File: src/rtl/usb_ep_consts.svh
`ifndef USB_EP_CONSTS_SVH
`define USB_EP_CONSTS_SVH

// ----------------------------------------------------------------
// register indices on the byte port
// ----------------------------------------------------------------
`define OFF_EP0 4'h0
`define OFF_EP1 4'h1
`define OFF_EP5 4'h5
`define OFF_CTL 4'h6
`define OFF_STAT 4'h7
`define OFF_MASK 4'h8

// ----------------------------------------------------------------
// endpoint 0 control fields
// ----------------------------------------------------------------
`define EP0_DONE 7
`define EP0_TXTOG 6
`define EP0_TXST_HI 5
`define EP0_TXST_LO 4
`define EP0_RSVD 3
`define EP0_RXTOG 2
`define EP0_RXST_HI 1
`define EP0_RXST_LO 0

// ----------------------------------------------------------------
// endpoint 1..5 transmit control fields
// ----------------------------------------------------------------
`define EPT_DONE 3
`define EPT_TOG 2
`define EPT_ST_HI 1
`define EPT_ST_LO 0

// ----------------------------------------------------------------
// other fields
// ----------------------------------------------------------------
`define CTL_FORCE_RST 0
`define MASK_XFER 7
`define ATTN_HI 2

// ----------------------------------------------------------------
// handshake state codes and reset values
// ----------------------------------------------------------------
`define ST_DISABLED 2'h0
`define ST_STALL 2'h1
`define ST_NAK 2'h2
`define ST_VALID 2'h3
`define RST_BYTE 8'h00
`define RST_NIBBLE 4'h0
`define RST_ATTN 3'h0
`define NUM_TX_EP 5
`define LAST_EP 3'h5

`endif

File: src/rtl/usb_ep_pkg.sv
package usb_ep_pkg;

  // ----------------------------------------------------------------
  // link events and token queries
  // ----------------------------------------------------------------
  typedef enum logic [1:0] {
    EV_SETUP,
    EV_TX_ACK,
    EV_RX_OK,
    EV_STALL_SENT
  } ev_kind_t;

  typedef struct packed {
    logic valid;
    logic [2:0] ep;
    ev_kind_t kind;
    logic data_pid1;
  } ev_t;

  typedef enum logic [1:0] {
    TOK_OUT,
    TOK_IN,
    TOK_SETUP
  } tok_kind_t;

  typedef struct packed {
    logic valid;
    logic [2:0] ep;
    tok_kind_t kind;
  } tok_t;

  typedef enum logic [1:0] {
    ANS_IGNORE,
    ANS_STALL,
    ANS_NAK,
    ANS_HANDLE
  } answer_t;

  // ----------------------------------------------------------------
  // whole block state
  // ----------------------------------------------------------------
  typedef struct packed {
    logic [7:0] ep0;
    logic [4:0][3:0] ept;
    logic force_rst;
    logic mask;
    logic [2:0] attn;
    logic [7:0] rdata;
  } state_t;

endpackage

File: src/rtl/usb_ep_ctrl.sv
// Behaviour
// - ep0 done flag set on good transfer
// - usb reset clears ep0 toggles and states
// - setup token forces ep0 tx toggle one
// - tx toggle picks pid, flips on ack
// - software may write toggles directly
// - ep0 tx state: off, stall, nak, valid
// - ep0 rx state: off, stall, nak, valid
// - ep0 good transfer sets both states nak
// - setup stage clears ep0 rx toggle
// - rx toggle flips on matching good data
// - setup on enabled ep0 acked, both nak
// - ep0 stall answer sets both states stall
// - ep0 bit 3 always reads zero
// - tx registers upper nibble reads zero
// - usb reset clears tx toggles and states
// - tx done flag set on good transmission
// - tx state: off, stall, nak, valid
// - tx good transfer sets state nak
// - irq needs mask set, global disable clear
// - done endpoint number recorded in status
`timescale 1ns/1ps
`include "usb_ep_consts.svh"

module usb_ep_ctrl (
  // clock and reset
  input wire logic I_SYS_CLK,
  input wire logic I_RESET,
  // register port
  input wire logic [3:0] I_REG_ADDR,
  input wire logic [7:0] I_REG_WDATA,
  input wire logic I_REG_WR,
  input wire logic I_REG_RD,
  output logic [7:0] O_REG_RDATA,
  // packet engine events
  input wire usb_ep_pkg::ev_t I_EVENT,
  input wire logic I_BUS_RESET,
  // token handshake query
  input wire usb_ep_pkg::tok_t I_TOKEN,
  output usb_ep_pkg::answer_t O_ANSWER,
  output logic O_TX_DATA1,
  // interrupt request and reset state
  input wire logic I_GLOBAL_IRQ_DIS,
  output logic O_XFER_IRQ,
  output logic O_USB_RESET_ACTIVE
);

  // ----------------------------------------------------------------
  // helpers
  // ----------------------------------------------------------------
  function automatic usb_ep_pkg::answer_t state_answer(input logic [1:0] st);
    usb_ep_pkg::answer_t a;
    a = usb_ep_pkg::ANS_IGNORE;
    case (st)
      `ST_STALL: a = usb_ep_pkg::ANS_STALL;
      `ST_NAK: a = usb_ep_pkg::ANS_NAK;
      `ST_VALID: a = usb_ep_pkg::ANS_HANDLE;
      default: a = usb_ep_pkg::ANS_IGNORE;
    endcase
    return a;
  endfunction

  function automatic logic is_tx_ep(input logic [2:0] ep);
    return (ep != 3'h0) && (ep <= `LAST_EP);
  endfunction

  // endpoint 1..5 to array slot 0..4
  function automatic logic [2:0] tx_slot(input logic [2:0] ep);
    return ep - 3'h1;
  endfunction

  // ----------------------------------------------------------------
  // state
  // ----------------------------------------------------------------
  usb_ep_pkg::state_t s_r;
  usb_ep_pkg::state_t s_nxt;
  logic usb_rst;
  logic any_done;
  logic [2:0] wslot;
  logic [2:0] eslot;
  logic [2:0] tslot;

  assign usb_rst = I_BUS_RESET | s_r.force_rst;
  assign wslot = tx_slot(I_REG_ADDR[2:0]);
  assign eslot = tx_slot(I_EVENT.ep);
  assign tslot = tx_slot(I_TOKEN.ep);

  always_comb
  begin
    s_nxt = s_r;
    s_nxt.rdata = `RST_BYTE;

    // ----------------------------------------------------------------
    // register read, answered next cycle
    // ----------------------------------------------------------------
    if (I_REG_RD)
    begin
      if (I_REG_ADDR == `OFF_EP0)
      begin
        s_nxt.rdata = s_r.ep0;
        s_nxt.rdata[`EP0_RSVD] = 1'b0;
      end
      else if (I_REG_ADDR >= `OFF_EP1 && I_REG_ADDR <= `OFF_EP5)
      begin
        s_nxt.rdata = {`RST_NIBBLE, s_r.ept[wslot]};
      end
      else if (I_REG_ADDR == `OFF_CTL)
      begin
        s_nxt.rdata[`CTL_FORCE_RST] = s_r.force_rst;
      end
      else if (I_REG_ADDR == `OFF_STAT)
      begin
        s_nxt.rdata[`ATTN_HI:0] = s_r.attn;
      end
      else if (I_REG_ADDR == `OFF_MASK)
      begin
        s_nxt.rdata[`MASK_XFER] = s_r.mask;
      end
    end

    // ----------------------------------------------------------------
    // register write
    // ----------------------------------------------------------------
    if (I_REG_WR)
    begin
      if (I_REG_ADDR == `OFF_EP0)
      begin
        s_nxt.ep0[`EP0_DONE] = s_r.ep0[`EP0_DONE] & I_REG_WDATA[`EP0_DONE];
        s_nxt.ep0[`EP0_TXTOG] = I_REG_WDATA[`EP0_TXTOG];
        s_nxt.ep0[`EP0_TXST_HI:`EP0_TXST_LO] = I_REG_WDATA[`EP0_TXST_HI:`EP0_TXST_LO];
        s_nxt.ep0[`EP0_RSVD] = 1'b0;
        s_nxt.ep0[`EP0_RXTOG] = I_REG_WDATA[`EP0_RXTOG];
        s_nxt.ep0[`EP0_RXST_HI:`EP0_RXST_LO] = I_REG_WDATA[`EP0_RXST_HI:`EP0_RXST_LO];
      end
      else if (I_REG_ADDR >= `OFF_EP1 && I_REG_ADDR <= `OFF_EP5)
      begin
        s_nxt.ept[wslot][`EPT_DONE] = s_r.ept[wslot][`EPT_DONE]
                                      & I_REG_WDATA[`EPT_DONE];
        s_nxt.ept[wslot][`EPT_TOG] = I_REG_WDATA[`EPT_TOG];
        s_nxt.ept[wslot][`EPT_ST_HI:`EPT_ST_LO] = I_REG_WDATA[`EPT_ST_HI:`EPT_ST_LO];
      end
      else if (I_REG_ADDR == `OFF_CTL)
      begin
        s_nxt.force_rst = I_REG_WDATA[`CTL_FORCE_RST];
      end
      else if (I_REG_ADDR == `OFF_MASK)
      begin
        s_nxt.mask = I_REG_WDATA[`MASK_XFER];
      end
    end

    // ----------------------------------------------------------------
    // link events, applied after the write so they win
    // ----------------------------------------------------------------
    if (I_EVENT.valid && !usb_rst)
    begin
      if (I_EVENT.ep == 3'h0)
      begin
        case (I_EVENT.kind)
          usb_ep_pkg::EV_SETUP:
          begin
            // disabled endpoint ignores the setup entirely
            if (s_r.ep0[`EP0_RXST_HI:`EP0_RXST_LO] != `ST_DISABLED)
            begin
              s_nxt.ep0[`EP0_TXTOG] = 1'b1;
              s_nxt.ep0[`EP0_RXTOG] = 1'b0;
              s_nxt.ep0[`EP0_TXST_HI:`EP0_TXST_LO] = `ST_NAK;
              s_nxt.ep0[`EP0_RXST_HI:`EP0_RXST_LO] = `ST_NAK;
              s_nxt.ep0[`EP0_DONE] = 1'b1;
              s_nxt.attn = 3'h0;
            end
          end
          usb_ep_pkg::EV_TX_ACK:
          begin
            if (s_r.ep0[`EP0_TXST_HI:`EP0_TXST_LO] == `ST_VALID)
            begin
              s_nxt.ep0[`EP0_TXTOG] = ~s_r.ep0[`EP0_TXTOG];
              s_nxt.ep0[`EP0_TXST_HI:`EP0_TXST_LO] = `ST_NAK;
              s_nxt.ep0[`EP0_RXST_HI:`EP0_RXST_LO] = `ST_NAK;
              s_nxt.ep0[`EP0_DONE] = 1'b1;
              s_nxt.attn = 3'h0;
            end
          end
          usb_ep_pkg::EV_RX_OK:
          begin
            // a repeated packet with the old pid is not a new transfer
            if (s_r.ep0[`EP0_RXST_HI:`EP0_RXST_LO] == `ST_VALID
                && I_EVENT.data_pid1 == s_r.ep0[`EP0_RXTOG])
            begin
              s_nxt.ep0[`EP0_RXTOG] = ~s_r.ep0[`EP0_RXTOG];
              s_nxt.ep0[`EP0_TXST_HI:`EP0_TXST_LO] = `ST_NAK;
              s_nxt.ep0[`EP0_RXST_HI:`EP0_RXST_LO] = `ST_NAK;
              s_nxt.ep0[`EP0_DONE] = 1'b1;
              s_nxt.attn = 3'h0;
            end
          end
          default:
          begin
            s_nxt.ep0[`EP0_TXST_HI:`EP0_TXST_LO] = `ST_STALL;
            s_nxt.ep0[`EP0_RXST_HI:`EP0_RXST_LO] = `ST_STALL;
          end
        endcase
      end
      else if (is_tx_ep(I_EVENT.ep))
      begin
        if (I_EVENT.kind == usb_ep_pkg::EV_TX_ACK
            && s_r.ept[eslot][`EPT_ST_HI:`EPT_ST_LO] == `ST_VALID)
        begin
          s_nxt.ept[eslot][`EPT_TOG] = ~s_r.ept[eslot][`EPT_TOG];
          s_nxt.ept[eslot][`EPT_ST_HI:`EPT_ST_LO] = `ST_NAK;
          s_nxt.ept[eslot][`EPT_DONE] = 1'b1;
          s_nxt.attn = I_EVENT.ep;
        end
      end
    end

    // ----------------------------------------------------------------
    // usb reset, received or forced; done flags survive it
    // ----------------------------------------------------------------
    if (usb_rst)
    begin
      s_nxt.ep0[`EP0_TXTOG:`EP0_TXST_LO] = 3'h0;
      s_nxt.ep0[`EP0_RXTOG:`EP0_RXST_LO] = 3'h0;
      for (int i = 0; i < `NUM_TX_EP; i++)
      begin
        s_nxt.ept[i][`EPT_TOG:`EPT_ST_LO] = 3'h0;
      end
    end
  end

  always_ff @(posedge I_SYS_CLK or posedge I_RESET)
  begin
    if (I_RESET)
    begin
      s_r.ep0 <= `RST_BYTE;
      s_r.ept <= '0;
      s_r.force_rst <= 1'b0;
      s_r.mask <= 1'b0;
      s_r.attn <= `RST_ATTN;
      s_r.rdata <= `RST_BYTE;
    end
    else
    begin
      s_r <= s_nxt;
    end
  end

  // ----------------------------------------------------------------
  // token handshake decision
  // ----------------------------------------------------------------
  always_comb
  begin
    O_ANSWER = usb_ep_pkg::ANS_IGNORE;
    O_TX_DATA1 = 1'b0;
    if (I_TOKEN.valid && !usb_rst)
    begin
      if (I_TOKEN.ep == 3'h0)
      begin
        case (I_TOKEN.kind)
          usb_ep_pkg::TOK_IN:
          begin
            O_ANSWER = state_answer(s_r.ep0[`EP0_TXST_HI:`EP0_TXST_LO]);
            O_TX_DATA1 = s_r.ep0[`EP0_TXTOG];
          end
          usb_ep_pkg::TOK_OUT:
          begin
            O_ANSWER = state_answer(s_r.ep0[`EP0_RXST_HI:`EP0_RXST_LO]);
          end
          usb_ep_pkg::TOK_SETUP:
          begin
            if (s_r.ep0[`EP0_RXST_HI:`EP0_RXST_LO] != `ST_DISABLED)
            begin
              O_ANSWER = usb_ep_pkg::ANS_HANDLE;
            end
          end
          default:
          begin
            O_ANSWER = usb_ep_pkg::ANS_IGNORE;
          end
        endcase
      end
      else if (is_tx_ep(I_TOKEN.ep) && I_TOKEN.kind == usb_ep_pkg::TOK_IN)
      begin
        O_ANSWER = state_answer(s_r.ept[tslot][`EPT_ST_HI:`EPT_ST_LO]);
        O_TX_DATA1 = s_r.ept[tslot][`EPT_TOG];
      end
    end
  end

  // ----------------------------------------------------------------
  // outputs
  // ----------------------------------------------------------------
  always_comb
  begin
    any_done = s_r.ep0[`EP0_DONE];
    for (int i = 0; i < `NUM_TX_EP; i++)
    begin
      any_done = any_done | s_r.ept[i][`EPT_DONE];
    end
  end

  assign O_XFER_IRQ = any_done & s_r.mask & ~I_GLOBAL_IRQ_DIS;
  assign O_REG_RDATA = s_r.rdata;
  assign O_USB_RESET_ACTIVE = usb_rst;

endmodule

File: config.mk
export PLATFORM = sky130hd
export DESIGN_NAME = usb_ep_ctrl
export DESIGN_NICKNAME = d
export VERILOG_FILES = /design/src/rtl/usb_ep_pkg.sv /design/src/rtl/usb_ep_ctrl.sv
export VERILOG_INCLUDE_DIRS = /design/src /design/src/rtl
export SDC_FILE = /design/constraint.sdc
export NUM_CORES = 1
export LEC_CHECK = 0
export BUFFER_PORTS_ARGS = -buffer_cell sky130_fd_sc_hd__buf_4
export CELL_PAD_IN_SITES_DETAIL_PLACEMENT = 0
export CELL_PAD_IN_SITES_GLOBAL_PLACEMENT = 1
export CORE_UTILIZATION = 40
export CTS_BUF_LIST = sky130_fd_sc_hd__clkbuf_4 sky130_fd_sc_hd__clkbuf_8
export CTS_CLUSTER_DIAMETER = 80
export CTS_CLUSTER_SIZE = 14
export DETAILED_ROUTE_END_ITERATION = 8
export GPL_TIMING_DRIVEN = 1
export PLACE_DENSITY_LB_ADDON = 0.1
export SLEW_MARGIN = 5
export SYNTH_ARGS = -nofsm -noshare
export SYNTH_HDL_FRONTEND = slang
export SYNTH_SLANG_ARGS = --single-unit
export TNS_END_PERCENT = 1
File: constraint.sdc
create_clock -name I_SYS_CLK -period 2.88 [get_ports I_SYS_CLK]
set_input_delay 0.864 -clock I_SYS_CLK [delete_from_list [all_inputs] [get_ports I_SYS_CLK]]
set_output_delay 0.864 -clock I_SYS_CLK [all_outputs]
set_load 0.01 [all_outputs]
**Word level (Yosys, flattened, before mapping)**

Index checks and enable logic that the tools add are counted.

- Bitwise operators: 18
- Mux-type cells: 87
- Reduce and logical (&&, ||, !) cells: 24
- Order comparisons: 9
- Add/subtract/negate cells: 3
- Eq/ne operators: 22

Operator list:

| kind | number |
|---|---|
| $bwmux 20 | 5 |
| $mux 20 | 4 |
| $demux 4 s3 | 6 |
| $mux 3 | 22 |
| $bmux 4 s3 | 3 |
| $pmux 2 s3 | 6 |
| $mux 30 | 1 |
| $mux 4 | 7 |
| $mux 8 | 3 |
| $mux 23 | 1 |
| $mux 22 | 1 |
| $mux 2 | 10 |
| $or 20x20->20 | 1 |
| $eq 2x2->1 const B | 9 |
| $mux 1 | 14 |
| $lt 3x4->1 const B | 3 |
| $eq 2x1->1 const B | 5 |
| $logic_and 1x1->1 | 10 |
| $ne 3x3->1 const B | 3 |
| $pmux 3 s3 | 1 |
| $sub 3x1->3 const B | 3 |
| $eq 4x3->1 const B | 2 |
| $not 1->1 | 7 |
| $reduce_and 7->1 | 1 |
| other kinds (19) | 35 |

- Output and inout port bits: 13
- Register bits after elaboration: 40
- Word-level logic and storage cells: 173
- Bits of input ports: 31

**Depth between registers and ports, before layout**

Gate-level depths: netlist (run 1).

- Depth in word-level cells: 19
- Mapped depth: 8
- Mapped depth without buffers: 7

**Least setup slack after synthesis (run 1)**

OpenSTA, ideal clock, no wires.

- Kind: in2out
- Start point: input port I_TOKEN[2] (netlist name)
- End point: output port O_TX_DATA1
- Buffers on the path: 1
- Setup slack: -0.143 ns
- Required time: 2.016 ns
- Stages on the path: 8
- Data arrival time: 2.159 ns
- Cells stage by stage: clkbuf_1 > inv_1 > ha_1 > xor2_1 > nand3_1 > nor2_1 > a22oi_1 > a21oi_1

- Word-level cells in the longest chain between the ends: 6
- Elaborated cells on any way between the ends: 11
- Classes of those cells: add/sub (1); order compare (1); mux (5); reduce/logical (4)

RTL lines:

| element | line | text |
|---|---|---|
| start, declared | usb_ep_ctrl.sv:39 | `input wire usb_ep_pkg::tok_t I_TOKEN,` |
| $sub 3x1->3 (tied with other cells) | usb_ep_ctrl.sv:69 | `return ep - 3'h1;` |
| $bmux 4 s3 / $logic_and 1x1->1 (equally long branches) | usb_ep_ctrl.sv:285, usb_ep_ctrl.sv:64 |  |
| $mux 3 (implied by the code) / $logic_and 1x1->1 (equally long branches) | usb_ep_ctrl.sv:285, usb_ep_ctrl.sv:282 |  |
| $mux 1 | usb_ep_ctrl.sv:282 | `else if (is_tx_ep(I_TOKEN.ep) && I_TOKEN.kind == usb_ep_pkg::TOK_IN)` |
| $mux 1 (*) | usb_ep_ctrl.sv:257 | `if (I_TOKEN.ep == 3'h0)` |
| $mux 1 (*) | usb_ep_ctrl.sv:255 | `if (I_TOKEN.valid && !usb_rst)` |
| end, declared | usb_ep_ctrl.sv:41 | `output logic O_TX_DATA1,` |

Mark *: on every way between the ends. The rest lies on a longest branch, timed or not. The select of a mux whose other input is x is not followed.

**Worst setup path in the final report (run 1)**

- Start point: input port I_TOKEN[3] (netlist name)
- End point: output port O_TX_DATA1

Same word-level chain as after synthesis.

==> results.py, run 1 <==
metrics = {
    "timing": {
        "setup_ws_ps": 44.5,
        "tightest_slew_ps": 607,
        "slew_viol_final": 0,
        "hold_violations": 0,
        "fin_crit_sh_pct": 98.5,
        "max-slew-margin-rel_pct": 59.3,
        "finalCriticalPeriod_ps": 2840,
        "clock_skew_ps": 5.29,
        "setup_viol": 0,
        "maxClockFrequency_ghz": 0.353,
    },
    "cells_and_area": {
        "final_util_pct": 51.4,
        "drive_above_1_share_pct": 30.4,
        "mostFrequentLayoutCells": "buf_4, nand2_1, dfrtp_1",
        "nFillCells": 657,
        "nNetsFinal": 396,
        "final_common_cell": "buf_4",
        "area_delta_synth_final_pct": 25.0,
        "n_antenna_cell": 0,
    },
    "logic_synthesis": {
        "synth_top_area_share_pct": 36.0,
        "synth_ff_type": "dfrtp_1",
        "yosys-top-cells-area": "dfrtp_1, mux2i_1, nand2_1, mux4_2, ha_1",
        "yosysWarnings": 0,
        "synth_fp_nets": 343,
        "synth_area_per_cell_um2": 9.23,
        "synth_cell_type_count": 50,
        "ys_seq_area_share_pct": 36.0,
        "syn_area_um2": 2780,
        "syn_inst": 301,
        "synth_edf_count": 0,
        "synth_top_area_cell": "dfrtp_1",
        "ys_async_sr_fraction_pct": 100,
        "synth-seq-cells": 40,
    },
    "setup_path": {
        "critPathKind": "in2out",
        "r2r_setup_slack_ps": 1010,
        "r2r-end": "s_r[9]",
        "worstPathArrival_ps": 1970,
        "crit_path_start_kind": "input port",
        "critPathMaxFanout": 3,
        "critPathRequiredTime_ps": 2020,
        "ff2ff_path_depth": 5,
        "end_kind": "output port",
        "timing.rr.start": "s_r[12]",
    },
    "clock_network": {
        "insertion_delay_ps": 290,
        "cts-root-buf": "clkbuf_8",
        "cts.clk_slew.worst_paths_ps": 80,
        "cts_buffers": 5,
        "tritoncts": "done",
        "postCtsHoldBufs": 0,
        "numClockSinks": 40,
        "cts.htree.levels": 2,
        "cts_buffer_depth": 2,
    },
    "detailed_routing": {
        "ant_nets": 0,
        "drt_iter0_markers": 107,
        "drt-met1-wl_um": 3460,
        "wl_um": 7610,
        "wl_met3_um": 274,
        "dr.pass1.iters": 4,
        "wl_met2_um": 3830,
        "drc_errors": 0,
        "wire_per_inst_um": 17.5,
        "num_vias": 2457,
        "via_per_inst": 5.65,
        "highest_layer": "met4",
    },
    "min_path": {
        "min_from": "s_r[32]",
        "hp-class": "reg2reg",
        "worstHoldEndpoint": "s_r[32]",
        "hold_depth": 2,
    },
    "grt": {
        "grt_pass1_wl_um": 12200,
        "grt_max_degree": 41,
        "grt_use_total_pct": 22.0,
        "antenna_found_initial": 0,
        "grt.overflow.total": 0,
        "grt_pass1_vias": 2388,
    },
    "die": {
        "initial_core_util_pct": 41.1,
        "die_h_um": 85.3,
        "coreArea_um2": 6760,
        "die_w_um": 85.3,
        "ios": 44,
        "num_rows": 30,
        "die_area_um2": 7280,
    },
    "power": {
        "static-leakage-power_uw": 0.00160,
        "p_per_area_nw_per_um2": 373,
        "ir_worst_vdd_mv": 0.226,
    },
    "placement": {
        "io_buffer_count": 43,
        "place_ws_ps": -99.6,
        "dp_hpwl_um": 5810,
        "gp_congestion": 0.841,
    },
    "outcome": {
        "status": "completed",
    },
    "flow_run": {
        "max-cap-violations": 0,
    },
}
==> what timing repair did <==
item	in CTS	in global routing
pin swaps	5	10
gates resized for setup	11	18
endpoints found under the setup margin	3	3
setup buffers	0	3
==> registers in the layout, summed over array words and instances (netlist names) <==
signal / cells
O_REG_RDATA: 8
s_r: 32
==> per-stage QoR <==
stage / cells / setup TNS, ps / total power [uW] / area, um^2 / hold WS [ps]
final: 435 / 0 / 1290 / 3470 / 527
after global routing: 435 / -22.5 / 1350 / 3470 / 552
after CTS: 432 / -3.11 / 1280 / 3360 / 529
after detailed placement: 424 / -218 / 881 / 3220 / 509
after global placement: 424 / -151 / 879 / 3220 / 505
after floorplan: 301 / 0 / 768 / 2780 / 470
==> worst max-delay path by stage <==
| stage | slack, ps | end | from |
|---|---|---|---|
| 2_1_floorplan | 3 | O_TX_DATA1 | I_TOKEN[2] |
| 3_3_place_gp | -80 | O_TX_DATA1 | I_TOKEN[3] |
| 3_5_place_dp | -100 | O_TX_DATA1 | I_TOKEN[3] |
| 4_1_cts | -3 | O_ANSWER[0] | I_TOKEN[2] |
| 5_1_grt | -10 | O_TX_DATA1 | I_TOKEN[3] |
| 6_report | 40 | O_TX_DATA1 | I_TOKEN[3] |
==> synth_stat cells, types with 6 or more instances <==
cell type / count
nand2_1: 44
dfrtp_1: 40
nor2_1: 21
mux2i_1: 20
nand3_1: 16
a21oi_1: 15
ha_1: 11
o21ai_0: 11
inv_1: 10
and3_1: 8
buf_4: 8
nor3_1: 8
mux4_2: 7
o211ai_1: 6
==> worst max-delay path, stage by stage <==
cell and delay (ps):
buf_6 90, inv_6 40, ha_4 150, o311ai_4 360, nor2_4 80, a22oi_2 180, a21oi_2 70, buf_4 140
==> final cells by class <==
type	instances	area (um^2)	area share (%)
clock inverters	2	10.0	0.288
multi-input cells	233	1740	50.1
well taps	80	100	2.88
clock buffers	6	82.6	2.38
repair buffers	62	485	14.0
inverters	12	52.6	1.51
flip-flops and latches	40	1000	28.8
==> power breakdown <==
group	switching, uW	internal, uW
Sequential	21.0	586
Combinational	159	127
Clock	209	192
==> cells by family after synthesis <==
family	synth area share [%]
xor+xnor	2.43
buf+inv	5.27
flops	36.0
simple gates	23.7
fa+ha+maj	4.95
compound gates	13.1
mux	14.5
==> routing by layer <==
layer / vias to the layer above / GRT usage [%]
met4: 0 / 4.85
met1: 1211 / 29.8
met3: 6 / 3.40
met5: - / 0
li1: 1190 / -
met2: 50 / 37.2
No activity file was read; power rests on OpenSTA's default activity.
==> run 2, diff against run 1 <==
--- a/config.mk
+++ b/config.mk
@@ -6,10 +6,11 @@
 export SDC_FILE = /design/constraint.sdc
 export NUM_CORES = 1
 export LEC_CHECK = 0
+export ABC_AREA = 1
 export BUFFER_PORTS_ARGS = -buffer_cell sky130_fd_sc_hd__buf_4
 export CELL_PAD_IN_SITES_DETAIL_PLACEMENT = 0
 export CELL_PAD_IN_SITES_GLOBAL_PLACEMENT = 1
-export CORE_UTILIZATION = 40
+export CORE_UTILIZATION = 38
 export CTS_BUF_LIST = sky130_fd_sc_hd__clkbuf_4 sky130_fd_sc_hd__clkbuf_8
 export CTS_CLUSTER_DIAMETER = 80
 export CTS_CLUSTER_SIZE = 14
==> run 2 against run 1 <==
Compared with the run above:
- worst hold slack worse by 65 ps
- clock-buffer cell count stayed put
- setup slack worse by 38 ps
- area after synthesis is 9.6% higher
- register-to-register slack better by 200 ps
- sequential share of layout area is 1.6 points lower
- maximum frequency is 1.3% lower
- flip-flop and latch count stayed put
- core utilization is 3.8 points lower
- synthesized cell count is 50% higher
- first-iteration DRC count is 95% higher
- largest cell class unchanged
- largest power group unchanged
==> results.py, run 2 <==
metrics = {
    "power": {
        "p_sw_uw": 427,
        "intPower_uw": 891,
        "ir_worst_vdd_mv": 0.201,
        "static-leakage-power_uw": 0.00184,
        "p_per_area_nw_per_um2": 358,
        "power_uw": 1320,
        "combPwrFrac_pct": 25.4,
        "pwr-share-clk_pct": 28.0,
        "switching_share_pct": 32.4,
        "p_seq_share_pct": 46.5,
    },
    "detailed_routing": {
        "drt-met1-wl_um": 4230,
        "num_vias": 3048,
        "drt_iter0_markers": 209,
        "wire_per_inst_um": 15.1,
        "dr.pass1.iters": 5,
        "wl_met2_um": 4400,
        "ant_nets": 0,
        "highest_layer": "met4",
        "via_per_inst": 5.05,
        "wl_met3_um": 356,
        "wl_um": 9140,
        "drc_errors": 0,
    },
    "setup_path": {
        "end_kind": "output port",
        "crit_buf_inv": 4,
        "timing.rr.start": "s_r[12]",
        "critPathRequiredTime_ps": 2020,
        "r2r-end": "s_r[31]",
        "critPathTopFamily": "buffers and inverters",
        "worstPathArrival_ps": 2010,
        "critical-path-max-stage-delay_ps": 180,
        "critPathMaxFanout": 4,
        "path_cells": "buf_8 > inv_8 > ha_2 > xnor2_2 > inv_1 > nand3_2 > o21ai_1 > nand2_1 > a21oi_2 > buf_4",
        "ff2ff_path_depth": 10,
        "critPathKind": "in2out",
        "crit_slowest_cell": "ha_2",
        "crit_path_start_kind": "input port",
        "r2r_setup_slack_ps": 1210,
    },
    "cells_and_area": {
        "n_antenna_cell": 0,
        "final_common_cell": "nand2_1",
        "nNetsFinal": 544,
        "area_delta_synth_final_pct": 21.0,
        "drive_above_1_share_pct": 21.1,
        "largest_register_ffs": 32,
        "final_util_pct": 47.7,
        "mostFrequentLayoutCells": "nand2_1, inv_1, buf_4",
        "regMostFlops": "s_r",
        "nFillCells": 806,
    },
    "grt": {
        "grt.overflow.total": 0,
        "grt_pass1_wl_um": 15000,
        "grt_max_degree": 41,
        "grt_use_total_pct": 23.0,
        "antenna_found_initial": 0,
        "grt_pass1_vias": 2941,
    },
    "logic_synthesis": {
        "synthMuxAreaShare_pct": 0,
        "yosysWarnings": 0,
        "ys_seq_area_share_pct": 32.9,
        "synth_area_per_cell_um2": 6.73,
        "synth_ff_type": "dfrtp_1",
        "syn_inst": 452,
        "synth_top_area_cell": "dfrtp_1",
        "synth-seq-cells": 40,
        "synth_cell_type_count": 31,
        "synth.most_common_cell": "nand2_1",
        "ys_async_sr_fraction_pct": 100,
        "yosys-top-cells-area": "dfrtp_1, nand2_1, inv_1, nand3_1, o21ai_0",
        "syn_area_um2": 3040,
        "synth_edf_count": 0,
        "synthSimpleGateAreaFrac_pct": 35.0,
        "synth_top_area_share_pct": 32.9,
        "synth_fa_ha_area_share_pct": 4.52,
        "synth_xor_area_share_pct": 0.575,
        "synth-compound-area-share_pct": 15.0,
        "synth_top_family_by_area": "simple AND/OR/NAND/NOR gates",
        "synth_fp_nets": 494,
        "yosys-top-cells-count": "nand2_1, inv_1, nand3_1, dfrtp_1, nor2_1",
    },
    "clock_network": {
        "cts_buffers": 5,
        "postCtsHoldBufs": 0,
        "cts.clk_slew.worst_paths_ps": 80,
        "cts-root-buf": "clkbuf_8",
        "tritoncts": "done",
        "cts.htree.levels": 2,
        "numClockSinks": 40,
        "cts_buffer_depth": 2,
        "insertion_delay_ps": 290,
    },
    "flow_run": {
        "max-cap-violations": 0,
    },
    "placement": {
        "dp_hpwl_um": 7220,
        "io_buffer_count": 43,
        "place_ws_ps": -79.9,
        "gp_congestion": 0.882,
    },
    "timing": {
        "hold_violations": 0,
        "maxClockFrequency_ghz": 0.348,
        "finalCriticalPeriod_ps": 2870,
        "slew_viol_final": 0,
        "fin_crit_sh_pct": 99.8,
        "clock_skew_ps": 8.71,
        "rsz0062_at_grt": "true",
        "max-slew-margin-rel_pct": 64.9,
        "tightest_slew_ps": 526,
        "setup_ws_ps": 6.74,
        "setup_viol": 0,
    },
    "die": {
        "die_h_um": 91.5,
        "coreArea_um2": 7730,
        "num_rows": 32,
        "initial_core_util_pct": 39.4,
        "die_area_um2": 8370,
        "ios": 44,
        "die_w_um": 91.5,
    },
    "outcome": {
        "status": "completed",
    },
    "min_path": {
        "worstHoldEndpoint": "s_r[39]",
        "hold_depth": 1,
        "min_from": "s_r[39]",
        "hp-class": "reg2reg",
    },
}
run 2: cell count changes after synthesis, moves of 16 or more:
cell | previous run | this run
mux2i_1 | 20 | 0
nor2_1 | 21 | 37
nand3_1 | 16 | 42
nand2_1 | 44 | 113
o21ai_0 | 11 | 30
inv_1 | 10 | 63
run 2: metrics by stage:
stage | instances | area (um^2) | TNS (ps) | hold WS, ps
2_1_floorplan | 452 | 3070 | 0 | 423
3_3_place_gp | 596 | 3540 | -141 | 461
3_5_place_dp | 596 | 3540 | -208 | 453
4_1_cts | 603 | 3640 | 0 | 463
5_1_grt | 604 | 3680 | -189 | 505
6_report | 604 | 3680 | 0 | 462
run 2: cell families after synthesis:
group / count (synthesis)
flops: 40
buf+inv: 87
simple gates: 228
fa+ha+maj: 11
compound gates: 84
xor+xnor: 2
run 2: metal layers:
layer / vias up / track usage, %
met2: 79 / 38.0
met3: 15 / 3.35
met5: - / 0
met4: 0 / 6.48
li1: 1556 / -
met1: 1398 / 31.2
run 2: area by class of cell:
| type | count | area [um^2] | share of cell area (%) |
|---|---|---|---|
| multi-input combinational | 325 | 1740 | 47.3 |
| sequential | 40 | 1000 | 27.2 |
| timing repair buffer | 56 | 444 | 12.1 |
| inverter | 74 | 288 | 7.82 |
| tap | 102 | 128 | 3.47 |
| clock buffer | 6 | 76.3 | 2.07 |
| clock inverter | 1 | 5.00 | 0.136 |
run 2: power groups by stage:
stage,Combinational [uW],Clock (uW),Sequential (uW)
detailed placement,323,0,624
finish,335,369,613
floorplan,199,0,613
global route,376,394,616
CTS,330,380,613
global placement,321,0,624
run 2: timing repair:
item                       4_1_cts  5_1_grt
resized for setup               11       12
pin swaps                        3        3
setup endpoints to repair        3        3
setup buffers                    0        1
run 2: worst max path at each step:
| stage | startpoint | endpoint | slack (ps) | cells after the start |
|---|---|---|---|---|
| 2_1_floorplan | I_TOKEN[2] | O_ANSWER[1] | 20 | 9 |
| 3_3_place_gp | I_TOKEN[3] | O_TX_DATA1 | -60 | 10 |
| 3_5_place_dp | I_TOKEN[3] | O_TX_DATA1 | -80 | 11 |
| 4_1_cts | I_TOKEN[2] | O_ANSWER[0] | 0.4 | 11 |
| 5_1_grt | I_TOKEN[2] | O_ANSWER[0] | -120 | 11 |
| 6_report | I_TOKEN[2] | O_ANSWER[0] | 7 | 10 |
==> run 3, diff against run 2 <==
--- a/config.mk
+++ b/config.mk
@@ -11,7 +11,7 @@
 export CELL_PAD_IN_SITES_DETAIL_PLACEMENT = 0
 export CELL_PAD_IN_SITES_GLOBAL_PLACEMENT = 1
 export CORE_UTILIZATION = 38
-export CTS_BUF_LIST = sky130_fd_sc_hd__clkbuf_4 sky130_fd_sc_hd__clkbuf_8
+export CTS_BUF_LIST = sky130_fd_sc_hd__clkbuf_8
 export CTS_CLUSTER_DIAMETER = 80
 export CTS_CLUSTER_SIZE = 14
 export DETAILED_ROUTE_END_ITERATION = 8
==> run 3 against run 2 <==
Compared with the run above:
- clock-buffer cell count decreased by 1
- via count increased by 0.23%
- sequential power about the same
- first-iteration DRC count decreased by 0.96%
- maximum frequency decreased by 0.45%
- sequential share of layout area about the same
- routed wire length unchanged
- combinational power about the same
- largest power group unchanged
- critical path depth unchanged
- critical path type unchanged
- final cell count unchanged
- the run now ends with setup timing left
- core utilization about the same
- total power decreased by 0.97%
==> results.py, run 3 (synthesis gave the netlist of run 2 again) <==
metrics = {
    "timing": {
        "tns_ps": -6.35,
        "whs_ps": 462,
        "setup_ws_ps": -6.35,
        "max-slew-margin-rel_pct": 64.9,
        "fin_crit_sh_pct": 100,
        "setup_viol": 1,
        "tightest_slew_ps": 527,
        "hold_violations": 0,
        "finalCriticalPeriod_ps": 2890,
        "maxClockFrequency_ghz": 0.346,
        "rsz0062_at_grt": "true",
        "clock_skew_ps": 7.82,
        "slew_viol_final": 0,
    },
    "outcome": {
        "violations": "setup timing",
        "status": "finished with violations",
    },
    "grt": {
        "grt_pass1_wl_um": 15000,
        "antenna_found_initial": 0,
        "grt.overflow.total": 0,
        "grt_pass1_vias": 2940,
        "grt_max_degree": 41,
        "grt_use_total_pct": 23.0,
    },
    "cells_and_area": {
        "multi_input_area_um2": 1740,
        "largest_register_ffs": 32,
        "final_util_pct": 47.6,
        "area_delta_synth_final_pct": 20.8,
        "nFillCells": 808,
        "mostFrequentLayoutCells": "nand2_1, inv_1, buf_4",
        "nNetsFinal": 544,
        "ff_latch_area_um2": 1000,
        "regMostFlops": "s_r",
        "drive_above_1_share_pct": 20.9,
        "final-instance-count-excl-fill": 604,
        "n_antenna_cell": 0,
        "final_common_cell": "nand2_1",
    },
    "clock_network": {
        "cts-root-buf": "clkbuf_8",
        "numClockSinks": 40,
        "cts.clk_slew.worst_paths_ps": 80,
        "cts_buffers": 5,
        "cts.htree.levels": 2,
        "cts_buffer_depth": 2,
        "tritoncts": "done",
        "postCtsHoldBufs": 0,
        "insertion_delay_ps": 290,
    },
    "setup_path": {
        "crit_path_start_kind": "input port",
        "worstPathArrival_ps": 2020,
        "end_kind": "output port",
        "critPathMaxFanout": 4,
        "critPathKind": "in2out",
        "critPathRequiredTime_ps": 2020,
    },
    "placement": {
        "placed_cells": 596,
        "io_buffer_count": 43,
        "gp_congestion": 0.882,
        "dp_hpwl_um": 7220,
    },
    "flow_run": {
        "max-cap-violations": 0,
    },
    "die": {
        "initial_core_util_pct": 39.4,
        "ios": 44,
        "die_area_um2": 8370,
        "num_rows": 32,
        "coreArea_um2": 7730,
        "die_h_um": 91.5,
        "die_w_um": 91.5,
    },
    "detailed_routing": {
        "dr.pass1.iters": 7,
        "ant_nets": 0,
        "drt_iter0_markers": 207,
        "via_per_inst": 5.06,
        "wl_um": 9140,
        "drc_errors": 0,
        "num_vias": 3055,
        "wire_per_inst_um": 15.1,
    },
    "power": {
        "power_uw": 1310,
        "static-leakage-power_uw": 0.00184,
        "p_per_area_nw_per_um2": 355,
        "ir_worst_vdd_mv": 0.202,
    },
    "min_path": {
        "hp-class": "reg2reg",
    },
}
run 3: final timing paths:
| path | startpoint | to | slack (ps) | cells past startpoint |
|---|---|---|---|---|
| min | s_r[39] | s_r[39] | 460 | 1 |
| max in group asynchronous | I_RESET | O_REG_RDATA[6] | 1820 | 3 |
| max reg2reg | s_r[12] | s_r[31] | 1210 | 10 |
| min reg2reg | s_r[39] | s_r[39] | 460 | 1 |
| max | I_TOKEN[2] | O_ANSWER[0] | -6 | 10 |
| min in group asynchronous | I_RESET | s_r[20] | 700 | 3 |
run 3: cell type report:
cell class              instances  share of cell area, %
clock buffers                   5                   1.87
multi-input cells             325                   47.3
flip-flops and latches         40                   27.2
clock inverters                 2                  0.238
repair buffers                 56                   12.1
inverters                      74                   7.82
well taps                     102                   3.47
run 3: where the power goes:
part           total [uW]  switching (uW)  internal (uW)
clock                 357             195            161
sequential            613            25.5            588
combinational         335             206            129
run 3: critical path: stages:
cell	delay [ps]
buf_8	90
inv_8	40
ha_2	180
xnor2_2	150
inv_1	110
nand3_2	100
o21ai_1	150
nand2_1	90
a21oi_2	120
buf_4	120
run 3: routing by layer:
metal,wire length (um),vias to the layer above,GRT usage [%]
met4,186,0,6.48
met1,4190,1400,31.4
met5,0,-,0
met2,4360,79,37.8
li1,-,1557,-
met3,394,19,3.35
run 3: per-stage QoR:
stage	cell area [um^2]	setup slack [ps]
detailed placement	3540	-79.9
floorplan	3070	15.4
global placement	3540	-64.6
CTS	3640	0.438
global route	3680	-121
finish	3680	-6.35
run 3: repair_timing:
| action | CTS | global route |
|---|---|---|
| setup endpoints to repair | 3 | 3 |
| resized for setup | 11 | 12 |
| cloned | 0 | 0 |
| pin swaps | 3 | 3 |
| buffers inserted | 0 | 1 |
